<file path="src/hdl/fdod_map.vh">
`ifndef FDOD_MAP_VH
`define FDOD_MAP_VH
// ****************************************************************
// object indexes
// ****************************************************************
`define FDOD_IDX_GUARD_ID 16'h100E
`define FDOD_IDX_SAVE 16'h1010
`define FDOD_IDX_DEFAULTS 16'h1011
`define FDOD_IDX_EMCY_ID 16'h1014
`define FDOD_IDX_HB_CONSUME 16'h1016
`define FDOD_IDX_HB_PRODUCE 16'h1017
`define FDOD_IDX_IDENTITY 16'h1018
`define FDOD_IDX_RUN_CMD 16'h2000
`define FDOD_IDX_SPEED 16'h2010
`define FDOD_IDX_TORQUE 16'h2020
`define FDOD_IDX_TORQUE_OFS 16'h2030
`define FDOD_IDX_IND_READ 16'h2040
`define FDOD_IDX_IND_WRITE 16'h2050
`define FDOD_IDX_IND_READ_RSP 16'h2140
`define FDOD_IDX_IND_WRITE_RSP 16'h2150
`define FDOD_SUB_ENTRIES 8'h00
`define FDOD_SUB_DATA 8'h01
`define FDOD_NUM_ENTRIES 32'h00000001
// ****************************************************************
// magic words, byte 1 in the low byte
// ****************************************************************
`define FDOD_MAGIC_SAVE 32'h65766173
`define FDOD_MAGIC_LOAD 32'h64616F6C
// ****************************************************************
// factory defaults of the option settings
// ****************************************************************
`define FDOD_DEF_GUARD_ID 32'h00000700
`define FDOD_DEF_HB_CONSUME 32'h00000000
`define FDOD_DEF_HB_PRODUCE 32'h00000000
`define FDOD_EMCY_BASE 32'h00000080
// ****************************************************************
// settings memory slots
// ****************************************************************
`define FDOD_SLOT_GUARD 2'h0
`define FDOD_SLOT_CONSUME 2'h1
`define FDOD_SLOT_PRODUCE 2'h2
`define FDOD_SLOT_LAST 2'h3
// ****************************************************************
// command word fields and drive parameter values
// ****************************************************************
`define FDOD_BIT_FWD 0
`define FDOD_BIT_REV 1
`define FDOD_MFI_LO 2
`define FDOD_MFI_HI 7
`define FDOD_BIT_EXT_FAULT 8
`define FDOD_BIT_FAULT_RST 9
`define FDOD_RUN_SRC_NET 8'h03
`define FDOD_TQ_ENABLE_ON 8'h01
`define FDOD_LOOP_SPEED 8'h00
`define FDOD_LOOP_TORQUE 8'h01
// ****************************************************************
// timing
// ****************************************************************
`define FDOD_CLK_KHZ 50000
`define FDOD_HB_UNIT_MS 1
`endif

</file>
<file path="src/hdl/fdod_settings_nvm.v">
`timescale 1ns/1ps
`include "fdod_map.vh"
// ****************************************************************
// non-volatile store for the option settings
// ****************************************************************
module fdod_settings_nvm (
	input wire i_clk, // system clock
	input wire i_we, // write strobe
	input wire [1:0] i_addr, // slot address
	input wire [31:0] i_wdata, // write data
	output reg [31:0] o_rdata // registered read data
);
	reg [31:0] mem [0:3];
	// contents survive reset; power-up image holds the factory defaults
	initial begin
		mem[0] = `FDOD_DEF_GUARD_ID;
		mem[1] = `FDOD_DEF_HB_CONSUME;
		mem[2] = `FDOD_DEF_HB_PRODUCE;
		mem[3] = 32'h00000000;
	end
	always @(posedge i_clk) begin
		if (i_we) begin
			mem[i_addr] <= i_wdata;
		end
		o_rdata <= mem[i_addr];
	end
endmodule

</file>
<file path="src/hdl/fdod_object_dictionary.v">
`timescale 1ns/1ps
`include "fdod_map.vh"
module fdod_object_dictionary #(
	parameter MS_CYCLES = `FDOD_HB_UNIT_MS * `FDOD_CLK_KHZ
) (
	input wire i_clk, // system clock
	input wire i_sys_rst, // synchronous reset, active high
	input wire i_od_req, // object access strobe
	input wire i_od_we, // 1 write, 0 read
	input wire [15:0] i_od_index, // object index
	input wire [7:0] i_od_subindex, // object subindex
	input wire [31:0] i_od_wdata, // write data
	output reg [31:0] o_od_rdata, // read data
	output reg o_od_ack, // access answered
	output reg o_od_err, // access refused
	input wire i_node_reset, // network node reset command
	input wire i_comm_reset, // network communication reset command
	input wire [6:0] i_node_id, // node address
	input wire i_hb_rx, // heartbeat received from the master
	output reg o_hb_tx, // heartbeat send request pulse
	output reg o_hb_timeout, // consumer heartbeat lost
	input wire [7:0] i_run_source_select, // drive run source parameter
	input wire [7:0] i_control_loop_selector, // drive control loop parameter
	input wire [7:0] i_torque_command_enable, // drive torque enable parameter
	output reg o_run_fwd, // forward run request
	output reg o_run_rev, // reverse run request
	output reg [5:0] o_multi_input_terminals, // first to last multi-function input
	output reg o_network_external_fault, // external fault input
	output reg o_fault_reset, // fault reset request
	output reg [15:0] o_speed_reference, // speed reference
	output reg [15:0] o_speed_limit, // speed limit
	output reg [15:0] o_torque_reference, // torque reference, 0.1 percent
	output reg [15:0] o_torque_limit, // torque limit, 0.1 percent
	output reg o_torque_limit_valid, // torque limit in force
	output reg [15:0] o_torque_offset, // signed torque offset, 0.1 percent
	output reg o_drv_req, // drive register access pulse
	output reg o_drv_we, // drive register write
	output reg [15:0] o_drv_addr, // drive register address
	output reg [15:0] o_drv_wdata, // drive register write data
	input wire i_drv_ack, // drive register access done
	input wire [15:0] i_drv_rdata, // drive register read data or write outcome
	output reg o_busy // settings copy in progress
);
	// arbitrary identity value
	parameter IDENTITY_VALUE = 32'h00000001;
	localparam ST_IDLE = 3'h1;
	localparam ST_RD = 3'h2;
	localparam ST_WR = 3'h4;
	localparam SQ_IDLE = 3'h1;
	localparam SQ_SAVE = 3'h2;
	localparam SQ_LOAD = 3'h4;
	// ****************************************************************
	// helpers
	// ****************************************************************
	function hit;
		input [15:0] idx;
		input [15:0] want;
		hit = (idx == want);
	endfunction
	function [31:0] pack_rsp;
		input [15:0] addr;
		input [15:0] data;
		pack_rsp = {data, addr};
	endfunction
	// ****************************************************************
	// state
	// ****************************************************************
	reg [31:0] guard_message_identifier;
	reg [31:0] heartbeat_consume_timeout;
	reg [31:0] heartbeat_produce_period;
	reg [15:0] run_fault_command_word;
	reg [15:0] speed_reference_word;
	reg [15:0] torque_reference_word;
	reg [15:0] torque_offset_word;
	reg [31:0] indirect_read_request;
	reg [31:0] indirect_write_request;
	reg [31:0] read_response;
	reg [31:0] write_response;
	reg [2:0] acc_state;
	reg [2:0] seq_state;
	reg [1:0] seq_cnt;
	reg seq_rd_valid;
	reg [1:0] seq_rd_slot;
	reg [15:0] ms_cnt;
	reg ms_tick;
	reg [31:0] prod_cnt;
	reg [31:0] cons_cnt;
	reg [31:0] next_rdata;
	reg next_err;
	reg [31:0] nvm_wdata;
	wire [31:0] nvm_rdata;
	wire wr = i_od_req & i_od_we;
	wire nvm_we = (seq_state == SQ_SAVE);
	wire [1:0] nvm_addr = seq_cnt;
	fdod_settings_nvm u_nvm (
		.i_clk(i_clk),
		.i_we(nvm_we),
		.i_addr(nvm_addr),
		.i_wdata(nvm_wdata),
		.o_rdata(nvm_rdata)
	);
	always @* begin
		case (seq_cnt)
			`FDOD_SLOT_GUARD: nvm_wdata = guard_message_identifier;
			`FDOD_SLOT_CONSUME: nvm_wdata = heartbeat_consume_timeout;
			`FDOD_SLOT_PRODUCE: nvm_wdata = heartbeat_produce_period;
			default: nvm_wdata = 32'h00000000;
		endcase
	end
	// ****************************************************************
	// object read mux and refusal
	// ****************************************************************
	always @* begin
		next_rdata = 32'h00000000;
		next_err = 1'b0;
		case (i_od_index)
			`FDOD_IDX_GUARD_ID: next_rdata = guard_message_identifier;
			`FDOD_IDX_SAVE: next_rdata = 32'h00000000;
			`FDOD_IDX_DEFAULTS: next_rdata = 32'h00000000;
			`FDOD_IDX_EMCY_ID: begin
				next_rdata = `FDOD_EMCY_BASE | {25'h0000000, i_node_id};
				next_err = i_od_we;
			end
			`FDOD_IDX_HB_CONSUME: next_rdata = heartbeat_consume_timeout;
			`FDOD_IDX_HB_PRODUCE: next_rdata = heartbeat_produce_period;
			`FDOD_IDX_IDENTITY: begin
				next_rdata = IDENTITY_VALUE;
				next_err = i_od_we;
			end
			`FDOD_IDX_RUN_CMD: next_rdata = {16'h0000, run_fault_command_word};
			`FDOD_IDX_SPEED: next_rdata = {16'h0000, speed_reference_word};
			`FDOD_IDX_TORQUE: next_rdata = {16'h0000, torque_reference_word};
			`FDOD_IDX_TORQUE_OFS: next_rdata = {16'h0000, torque_offset_word};
			`FDOD_IDX_IND_READ, `FDOD_IDX_IND_WRITE,
			`FDOD_IDX_IND_READ_RSP, `FDOD_IDX_IND_WRITE_RSP: begin
				if (i_od_subindex == `FDOD_SUB_ENTRIES) begin
					next_rdata = `FDOD_NUM_ENTRIES;
					next_err = i_od_we;
				end else if (i_od_subindex == `FDOD_SUB_DATA) begin
					if (hit(i_od_index, `FDOD_IDX_IND_READ)) begin
						next_rdata = indirect_read_request;
					end else if (hit(i_od_index, `FDOD_IDX_IND_WRITE)) begin
						next_rdata = indirect_write_request;
					end else if (hit(i_od_index, `FDOD_IDX_IND_READ_RSP)) begin
						next_rdata = read_response;
						next_err = i_od_we;
					end else begin
						next_rdata = write_response;
						next_err = i_od_we;
					end
				end else begin
					next_err = 1'b1;
				end
			end
			default: next_err = 1'b1;
		endcase
	end
	// ****************************************************************
	// object access port and settings
	// ****************************************************************
	always @(posedge i_clk) begin
		if (i_sys_rst) begin
			o_od_rdata <= 32'h00000000;
			o_od_ack <= 1'b0;
			o_od_err <= 1'b0;
			guard_message_identifier <= `FDOD_DEF_GUARD_ID;
			heartbeat_consume_timeout <= `FDOD_DEF_HB_CONSUME;
			heartbeat_produce_period <= `FDOD_DEF_HB_PRODUCE;
			run_fault_command_word <= 16'h0000;
			speed_reference_word <= 16'h0000;
			torque_reference_word <= 16'h0000;
			torque_offset_word <= 16'h0000;
			indirect_read_request <= 32'h00000000;
			indirect_write_request <= 32'h00000000;
			seq_state <= SQ_LOAD;
			seq_cnt <= `FDOD_SLOT_GUARD;
			seq_rd_valid <= 1'b0;
			seq_rd_slot <= `FDOD_SLOT_GUARD;
			o_busy <= 1'b1;
		end else begin
			o_od_ack <= i_od_req;
			o_od_err <= i_od_req & next_err;
			o_od_rdata <= (i_od_req & ~i_od_we) ? next_rdata : 32'h00000000;
			if (wr & ~next_err) begin
				case (i_od_index)
					`FDOD_IDX_GUARD_ID: guard_message_identifier <= i_od_wdata;
					`FDOD_IDX_HB_CONSUME: heartbeat_consume_timeout <= i_od_wdata;
					`FDOD_IDX_HB_PRODUCE: heartbeat_produce_period <= i_od_wdata;
					`FDOD_IDX_RUN_CMD: run_fault_command_word <= i_od_wdata[15:0];
					`FDOD_IDX_SPEED: speed_reference_word <= i_od_wdata[15:0];
					`FDOD_IDX_TORQUE: torque_reference_word <= i_od_wdata[15:0];
					`FDOD_IDX_TORQUE_OFS: torque_offset_word <= i_od_wdata[15:0];
					`FDOD_IDX_IND_READ: indirect_read_request <= i_od_wdata;
					`FDOD_IDX_IND_WRITE: indirect_write_request <= i_od_wdata;
					`FDOD_IDX_DEFAULTS: begin
						if (i_od_wdata == `FDOD_MAGIC_LOAD) begin
							guard_message_identifier <= `FDOD_DEF_GUARD_ID;
							heartbeat_consume_timeout <= `FDOD_DEF_HB_CONSUME;
							heartbeat_produce_period <= `FDOD_DEF_HB_PRODUCE;
						end
					end
					default: begin
					end
				endcase
			end
			// stored copy is applied one cycle after each slot read
			seq_rd_valid <= (seq_state == SQ_LOAD);
			seq_rd_slot <= seq_cnt;
			if (seq_rd_valid) begin
				case (seq_rd_slot)
					`FDOD_SLOT_GUARD: guard_message_identifier <= nvm_rdata;
					`FDOD_SLOT_CONSUME: heartbeat_consume_timeout <= nvm_rdata;
					`FDOD_SLOT_PRODUCE: heartbeat_produce_period <= nvm_rdata;
					default: begin
					end
				endcase
			end
			case (seq_state)
				SQ_IDLE: begin
					o_busy <= seq_rd_valid;
					seq_cnt <= `FDOD_SLOT_GUARD;
					if (i_node_reset | i_comm_reset) begin
						seq_state <= SQ_LOAD;
						o_busy <= 1'b1;
					end else if (wr & hit(i_od_index, `FDOD_IDX_SAVE) &
							(i_od_wdata == `FDOD_MAGIC_SAVE)) begin
						seq_state <= SQ_SAVE;
						o_busy <= 1'b1;
					end
				end
				SQ_SAVE, SQ_LOAD: begin
					if (seq_cnt == `FDOD_SLOT_PRODUCE) begin
						seq_state <= SQ_IDLE;
					end
					seq_cnt <= seq_cnt + 2'h1;
				end
				default: seq_state <= SQ_IDLE;
			endcase
		end
	end
	// ****************************************************************
	// indirect drive register access
	// ****************************************************************
	always @(posedge i_clk) begin
		if (i_sys_rst) begin
			acc_state <= ST_IDLE;
			o_drv_req <= 1'b0;
			o_drv_we <= 1'b0;
			o_drv_addr <= 16'h0000;
			o_drv_wdata <= 16'h0000;
			read_response <= 32'h00000000;
			write_response <= 32'h00000000;
		end else begin
			o_drv_req <= 1'b0;
			case (acc_state)
				ST_IDLE: begin
					if (wr & hit(i_od_index, `FDOD_IDX_IND_READ) &
							(i_od_subindex == `FDOD_SUB_DATA) &
							(i_od_wdata[31:16] == 16'h0000)) begin
						o_drv_req <= 1'b1;
						o_drv_we <= 1'b0;
						o_drv_addr <= i_od_wdata[15:0];
						o_drv_wdata <= 16'h0000;
						acc_state <= ST_RD;
					end else if (wr & hit(i_od_index, `FDOD_IDX_IND_WRITE) &
							(i_od_subindex == `FDOD_SUB_DATA)) begin
						o_drv_req <= 1'b1;
						o_drv_we <= 1'b1;
						o_drv_addr <= i_od_wdata[15:0];
						o_drv_wdata <= i_od_wdata[31:16];
						acc_state <= ST_WR;
					end
				end
				ST_RD: begin
					if (i_drv_ack) begin
						read_response <= pack_rsp(o_drv_addr, i_drv_rdata);
						acc_state <= ST_IDLE;
					end
				end
				ST_WR: begin
					if (i_drv_ack) begin
						write_response <= pack_rsp(o_drv_addr, i_drv_rdata);
						acc_state <= ST_IDLE;
					end
				end
				default: acc_state <= ST_IDLE;
			endcase
		end
	end
	// ****************************************************************
	// heartbeat timing
	// ****************************************************************
	always @(posedge i_clk) begin
		if (i_sys_rst) begin
			ms_cnt <= 16'h0000;
			ms_tick <= 1'b0;
			prod_cnt <= 32'h00000000;
			cons_cnt <= 32'h00000000;
			o_hb_tx <= 1'b0;
			o_hb_timeout <= 1'b0;
		end else begin
			ms_tick <= (ms_cnt == MS_CYCLES - 1);
			ms_cnt <= (ms_cnt == MS_CYCLES - 1) ? 16'h0000 : ms_cnt + 16'h0001;
			o_hb_tx <= 1'b0;
			if (heartbeat_produce_period == 32'h00000000) begin
				prod_cnt <= 32'h00000000;
			end else if (ms_tick) begin
				if (prod_cnt + 32'h00000001 >= heartbeat_produce_period) begin
					prod_cnt <= 32'h00000000;
					o_hb_tx <= 1'b1;
				end else begin
					prod_cnt <= prod_cnt + 32'h00000001;
				end
			end
			if (i_hb_rx) begin
				cons_cnt <= 32'h00000000;
			end else if (ms_tick & ~o_hb_timeout) begin
				cons_cnt <= cons_cnt + 32'h00000001;
			end
			// loss wins over a heartbeat arriving in the same cycle
			if (heartbeat_consume_timeout == 32'h00000000) begin
				o_hb_timeout <= 1'b0;
			end else if (~o_hb_timeout & (cons_cnt >= heartbeat_consume_timeout)) begin
				o_hb_timeout <= 1'b1;
			end else if (i_hb_rx) begin
				o_hb_timeout <= 1'b0;
			end
		end
	end
	// ****************************************************************
	// drive command outputs
	// ****************************************************************
	always @(posedge i_clk) begin
		if (i_sys_rst) begin
			o_run_fwd <= 1'b0;
			o_run_rev <= 1'b0;
			o_multi_input_terminals <= 6'h00;
			o_network_external_fault <= 1'b0;
			o_fault_reset <= 1'b0;
			o_speed_reference <= 16'h0000;
			o_speed_limit <= 16'h0000;
			o_torque_reference <= 16'h0000;
			o_torque_limit <= 16'h0000;
			o_torque_limit_valid <= 1'b0;
			o_torque_offset <= 16'h0000;
		end else begin
			o_run_fwd <= run_fault_command_word[`FDOD_BIT_FWD] &
				(i_run_source_select == `FDOD_RUN_SRC_NET);
			o_run_rev <= run_fault_command_word[`FDOD_BIT_REV] &
				(i_run_source_select == `FDOD_RUN_SRC_NET);
			o_multi_input_terminals <= run_fault_command_word[`FDOD_MFI_HI:`FDOD_MFI_LO];
			o_network_external_fault <= run_fault_command_word[`FDOD_BIT_EXT_FAULT];
			o_fault_reset <= run_fault_command_word[`FDOD_BIT_FAULT_RST];
			o_speed_reference <= (i_control_loop_selector == `FDOD_LOOP_SPEED) ?
				speed_reference_word : 16'h0000;
			o_speed_limit <= (i_control_loop_selector == `FDOD_LOOP_TORQUE) ?
				speed_reference_word : 16'h0000;
			o_torque_reference <= ((i_torque_command_enable == `FDOD_TQ_ENABLE_ON) &
				(i_control_loop_selector == `FDOD_LOOP_TORQUE)) ?
				torque_reference_word : 16'h0000;
			o_torque_limit <= ((i_torque_command_enable == `FDOD_TQ_ENABLE_ON) &
				(i_control_loop_selector == `FDOD_LOOP_SPEED)) ?
				torque_reference_word : 16'h0000;
			o_torque_limit_valid <= (i_torque_command_enable == `FDOD_TQ_ENABLE_ON) &
				(i_control_loop_selector == `FDOD_LOOP_SPEED);
			o_torque_offset <= torque_offset_word;
		end
	end
endmodule

</file>
<file path="config.mk">
export PLATFORM = sky130hd
export DESIGN_NAME = fdod_object_dictionary
export DESIGN_NICKNAME = d
export VERILOG_FILES = /design/src/hdl/fdod_settings_nvm.v /design/src/hdl/fdod_object_dictionary.v
export VERILOG_INCLUDE_DIRS = /design/src /design/src/hdl
export SDC_FILE = /design/constraint.sdc
export NUM_CORES = 2
export LEC_CHECK = 0
export ABC_AREA = 1
export BUFFER_PORTS_ARGS = -buffer_cell sky130_fd_sc_hd__buf_2
export CAP_MARGIN = 30
export CORE_MARGIN = 4
export CORE_UTILIZATION = 42
export DETAILED_ROUTE_END_ITERATION = 8
export PLACE_DENSITY = 0.63
export SYNTH_ARGS = -nofsm -noshare
export SYNTH_HDL_FRONTEND = slang
export SYNTH_SLANG_ARGS = --single-unit
</file>
<file path="constraint.sdc">
create_clock -name i_clk -period 8.41 [get_ports i_clk]
set_clock_uncertainty 0.15 [all_clocks]
set_input_delay 1.2615 -clock i_clk [delete_from_list [all_inputs] [get_ports i_clk]]
set_output_delay 1.2615 -clock i_clk [all_outputs]
set_load 0.1 [all_outputs]
</file>
After elaboration in Yosys (flattened, before gate mapping)
Memory sizes are Yosys's and may differ from the RTL's. A register that Yosys moved wholly into a read port is not among the register bits. Index checks and enable logic that the tools add are counted.

Word-level logic and storage cells: 201. Memories: 1. Flip-flop bits (word level): 542. Output and inout port bits: 162. RAM bits: 128. Input port bits: 111.

Magnitude comparators: 2. Muxes and demuxes: 52. Equal/unequal tests: 36. Bitwise operators: 28. Add/sub/neg operators: 4. Reduce and logical (&&, ||, !) cells: 37.

Memories: u_nvm.mem (words 4, bits a word 32, rd ports 1, clocked after memory_dff 1, wr ports 1, RTL line fdod_settings_nvm.v:13) `reg [31:0] mem [0:3];`.

Operators with widths (count): $mux W32 (18); $pmux W32 S10 (1); $pmux W32 S2 (3); $eq A16 B14 Y1 const B (8); $eq A16 B13 Y1 const B (7); $pmux W32 S3 (1); $add A32 B1 Y32 const B (2); $eq A32 B31 Y1 const B (2); $ge A32 B32 Y1 (2); $logic_not A32 Y1 (2); $mux W16 (4); $reduce_or A2 Y1 (13); $eq A8 B1 Y1 const B (3); $reduce_and A2 Y1 (11); $mux W3 (6); $and A1 B1 Y1 (17); $add A16 B1 Y16 const B (1); $eq A16 B16 Y1 const B (1); $logic_not A16 Y1 (1); $logic_not A8 Y1 (2); $mux W1 (15); $pmux W3 S2 (2); $not A1 Y1 (10); $reduce_or A9 Y1 (1); 17 further kinds (26).

Logic depth before layout (Yosys ltp)
Depth in word-level cells: 11. Depth in mapped cells: 21. Depth with buffers taken out: 20.

Hierarchy
Synthesis repeated with hierarchy kept, for this count alone.

Cells, all modules: 4541. Area, all modules: 32897.8 um2.

By module, submodules not included: fdod_object_dictionary (cells each 4065, seq. area each 10850.4 um2, times used 1, area an instance 27184.8 um2); fdod_settings_nvm (cells each 476, seq. area each 4484.3 um2, times used 1, area an instance 5713.0 um2).

Worst setup path after synthesis
Ideal clock, no wire load.

Path type: reg-to-reg. Start: register prod_cnt[0]. End: register prod_cnt[30]. Setup time: 0.132 ns. Arrival: 3.340 ns. Path slack: 4.787 ns. Stages on the path, launching flop included: 19. Clock period less this slack: 3.623 ns. Data required time: 8.128 ns. Cells stage by stage: dfxtp_1 > nand2_1 > nor2_1 > nand3_1 > nor2_1 > nand2_1 > nor3_1 > nand2_1 > xor2_1 > inv_1 > ha_1 > nand4_1 > nor4_1 > nand4_1 > nand3_1 > nand2_1 > nand2_1 > clkbuf_1 > a21oi_1.

Longest elaborated chain between the ends: 3.

Ends and longest elaborated chain: start, declared (RTL line fdod_object_dictionary.v:86) `reg [31:0] prod_cnt;`; start signal, assigned (RTL line fdod_object_dictionary.v:312) `prod_cnt <= prod_cnt + 32'h00000001;`; $add A32 B1 Y32 * (RTL line fdod_object_dictionary.v:308, fdod_object_dictionary.v:312); $ge A32 B32 Y1 (RTL line fdod_object_dictionary.v:308) `if (prod_cnt + 32'h00000001 >= heartbeat_produce_period) begin`; $mux W32 * (RTL line fdod_object_dictionary.v:308).

Mark *: on every way between the ends. The rest lies on a longest branch, timed or not. A chain may end at the register's enable or synchronous reset.

Worst setup path in the final report
Start: register prod_cnt[2]. End: register prod_cnt[8].

The elaborated chain is that of the path after synthesis.

==> flow_metrics.py <==
metrics = {
    "critical_path": {
        "worstSetupPathType": "reg2reg",
        "critPathArrivalTime_ns": 5.04,
        "worst_setup_path_end_kind": "register",
        "critical_path.max_fanout": 24,
        "worstPathRequired_ns": 8.72,
        "crit_path_start_kind": "register",
    },
    "route": {
        "firstDrtPassIters": 6,
        "wl_per_cell_um": 19.88,
        "drc_errors": 0,
        "totalWireLength_um": 120200,
        "num_vias": 32660,
        "drtIter0Drc": 3810,
        "viasPerCell": 5.404,
        "ant_nets": 0,
    },
    "logic_synthesis": {
        "synth-seq-area-share_pct": 44.98,
        "syn_inst": 4806,
        "synth.cell_area_mm2": 0.03409,
        "ys_top_cells_by_count": "nand2_1, nor2_1, inv_1",
        "yosys_warnings": 0,
        "yosysMostFrequentCell": "nand2_1",
        "yosys.area.top_type": "dfxtp_1",
        "synth.distinct_cells": 55,
        "synthArstFlopShare_pct": 0,
        "synth_nets": 4989,
        "yosys-top-cells-area": "dfxtp_1, nand2_1, edfxtp_1",
        "synth_edf_count": 128,
        "synth.avg_cell_area_um2": 7.094,
        "synth_top_area_share_pct": 33.71,
        "synth-seq-cells": 702,
        "synth_ff_type": "dfxtp_1",
    },
    "global_route": {
        "grt.overflow.total": 0,
        "grt_pass1_wl_um": 181400,
        "grt_pass1_vias": 29660,
        "track_usage_pct": 26.88,
        "grt_max_degree": 97,
        "antenna_found_initial": 1,
    },
    "power_and_ir_drop": {
        "power_mw": 8.623,
        "p_leak_nw": 16.92,
        "peakVddDrop_v": 0.0001626,
        "power_per_cell_area_mw_per_mm2": 223.8,
    },
    "floorplanning": {
        "fp-row-count": 104,
        "die_w_um": 292.9,
        "pin_count": 273,
        "start_util_pct": 42.33,
        "die_y_um": 292.9,
        "dieArea_mm2": 0.08580,
        "core_mm2": 0.08055,
    },
    "cts": {
        "clock_latency_ns": 0.62,
        "clk_pin_slew_ns": 0.06,
        "ctsResizeCount": 0,
        "post_cts_buffers": 0,
        "cts_tree": "built",
        "cts-root-buf": "clkbuf_16",
        "h-tree-depth": 3,
        "cts_buffers": 76,
        "cts_sinks": 702,
        "hold_buffers": 0,
        "clockBufferDepth": 3,
    },
    "timing": {
        "holdWs_ns": 0.2905,
        "timing.setup.tns_ns": 0,
        "hold_viol": 0,
        "min_period_ns": 4.730,
        "tightest_slew_ns": 0.9848,
        "setup_violations": 0,
        "slew_headroom_pct": 34.35,
        "drv_slew": 0,
        "max_freq_mhz": 211.4,
        "rsz0062_at_grt": "no",
        "fin_crit_sh_pct": 56.24,
    },
    "layout": {
        "fin_nets": 5107,
        "diodes": 0,
        "drive_gt1_share_pct": 9.912,
        "syn_to_final_growth_pct": 13.02,
    },
    "placed_design": {
        "gp_routability_congestion": 0.9768,
        "detailed_place_hpwl_um": 82570,
        "io_buffers": 272,
    },
    "job": {
        "max-cap-violations": 0,
    },
    "min_path": {
        "hp-class": "reg2reg",
    },
    "outcome": {
        "run_status": "completed",
    },
}
logic make-up after synthesis:
group | after synthesis | share of synthesized area [%]
AOI/OAI and AO/OA | 851 | 13.92
muxes | 1 | 0.02936
and+or+nand+nor | 2252 | 27.25
buffers and inverters | 897 | 10.38
adders and majority gates | 72 | 2.642
xor gates and xnor gates | 31 | 0.7964
DFF | 702 | 44.98
path summary, 6_finish.rpt:
kind | from | end | slack, ns | depth (start not counted)
hold / removal | read_response[8]$_SDFFE_PP0P_ | read_response[8]$_SDFFE_PP0P_ | 0.29 | 2
setup reg to reg | prod_cnt[2]$_SDFFE_PP0P_ | prod_cnt[8]$_SDFFE_PP0P_ | 3.68 | 17
hold reg to reg | read_response[8]$_SDFFE_PP0P_ | read_response[8]$_SDFFE_PP0P_ | 0.29 | 2
setup / recovery | prod_cnt[2]$_SDFFE_PP0P_ | prod_cnt[8]$_SDFFE_PP0P_ | 3.68 | 17
per-layer routing:
layer	track usage, %	wire length [um]	vias to the layer above
met5	0	0	-
met2	43.03	53840	1541
met1	35.41	49270	15030
met3	4.520	10510	333
met4	12.99	6561	0
li1	-	-	15750
cell type report:
cell class / count / area [um^2]
Sequential cell: 702 / 15340
Tap cell: 1060 / 1326
Clock inverter: 40 / 356.6
Inverter: 618 / 2333
Fill cell: 8097 / 42020
Clock buffer: 98 / 2121
Timing Repair Buffer: 319 / 1782
Multi-Input combinational cell: 3207 / 15280
sequential cells by signal, summed over array words and instances, names as in the netlist, 32 cells and up:
signal,cells
indirect_read_request,32
write_response,32
o_od_rdata,32
cons_cnt,32
read_response,32
u_nvm.o_rdata,32
heartbeat_consume_timeout,32
guard_message_identifier,32
indirect_write_request,32
heartbeat_produce_period,32
prod_cnt,32
u_nvm.mem,128
through the flow:
stage | instance area, um^2 | setup slack [ns] | cells | util, %
2_1_floorplan | 34090 | 4.787 | 4806 | -
3_3_place_gp | 35950 | 3.110 | 5901 | 44.63
3_5_place_dp | 36050 | 3.623 | 5906 | 44.76
4_1_cts | 38530 | 3.757 | 6044 | 47.84
5_1_grt | 38530 | 3.055 | 6044 | 47.84
6_report | 38530 | 3.680 | 6044 | 47.84
cell usage in the layout (no fill, tap or decap), drive strengths merged, types with 72 or more instances in the layout:
| cell | count |
|---|---|
| nand2 | 1202 |
| nor2 | 702 |
| inv | 615 |
| dfxtp | 574 |
| a21oi | 337 |
| buf | 319 |
| o21ai | 316 |
| nand4 | 155 |
| edfxtp | 128 |
| clkbuf | 98 |
| nand3 | 81 |
| o22ai | 78 |
| ha | 72 |
power by group:
part	switching [mW]	leakage, nW	total, mW	internal [mW]
Clock	1.39	1.22	3.36	1.97
Sequential	0.175	5.82	3.88	3.70
Combinational	1.03	9.88	1.38	0.354
Total	2.60	16.9	8.62	6.02
critical path: stages, from the launching register on:
cell and delay, ns:
dfxtp_1 0.37, inv_1 0.08, nor2_1 0.31, nand3_1 0.24
nor2_1 0.25, nand2_1 0.13, nor3_1 0.37, nand2_1 0.12
xor2_1 0.15, inv_1 0.07, ha_1 0.29, nand4_1 0.12
nor4_1 0.39, nand4_1 0.41, nand3_1 0.24, nand2_1 0.07
nand2_1 0.70, nor2_1 0.09
Power figures use the tool's default switching activity.
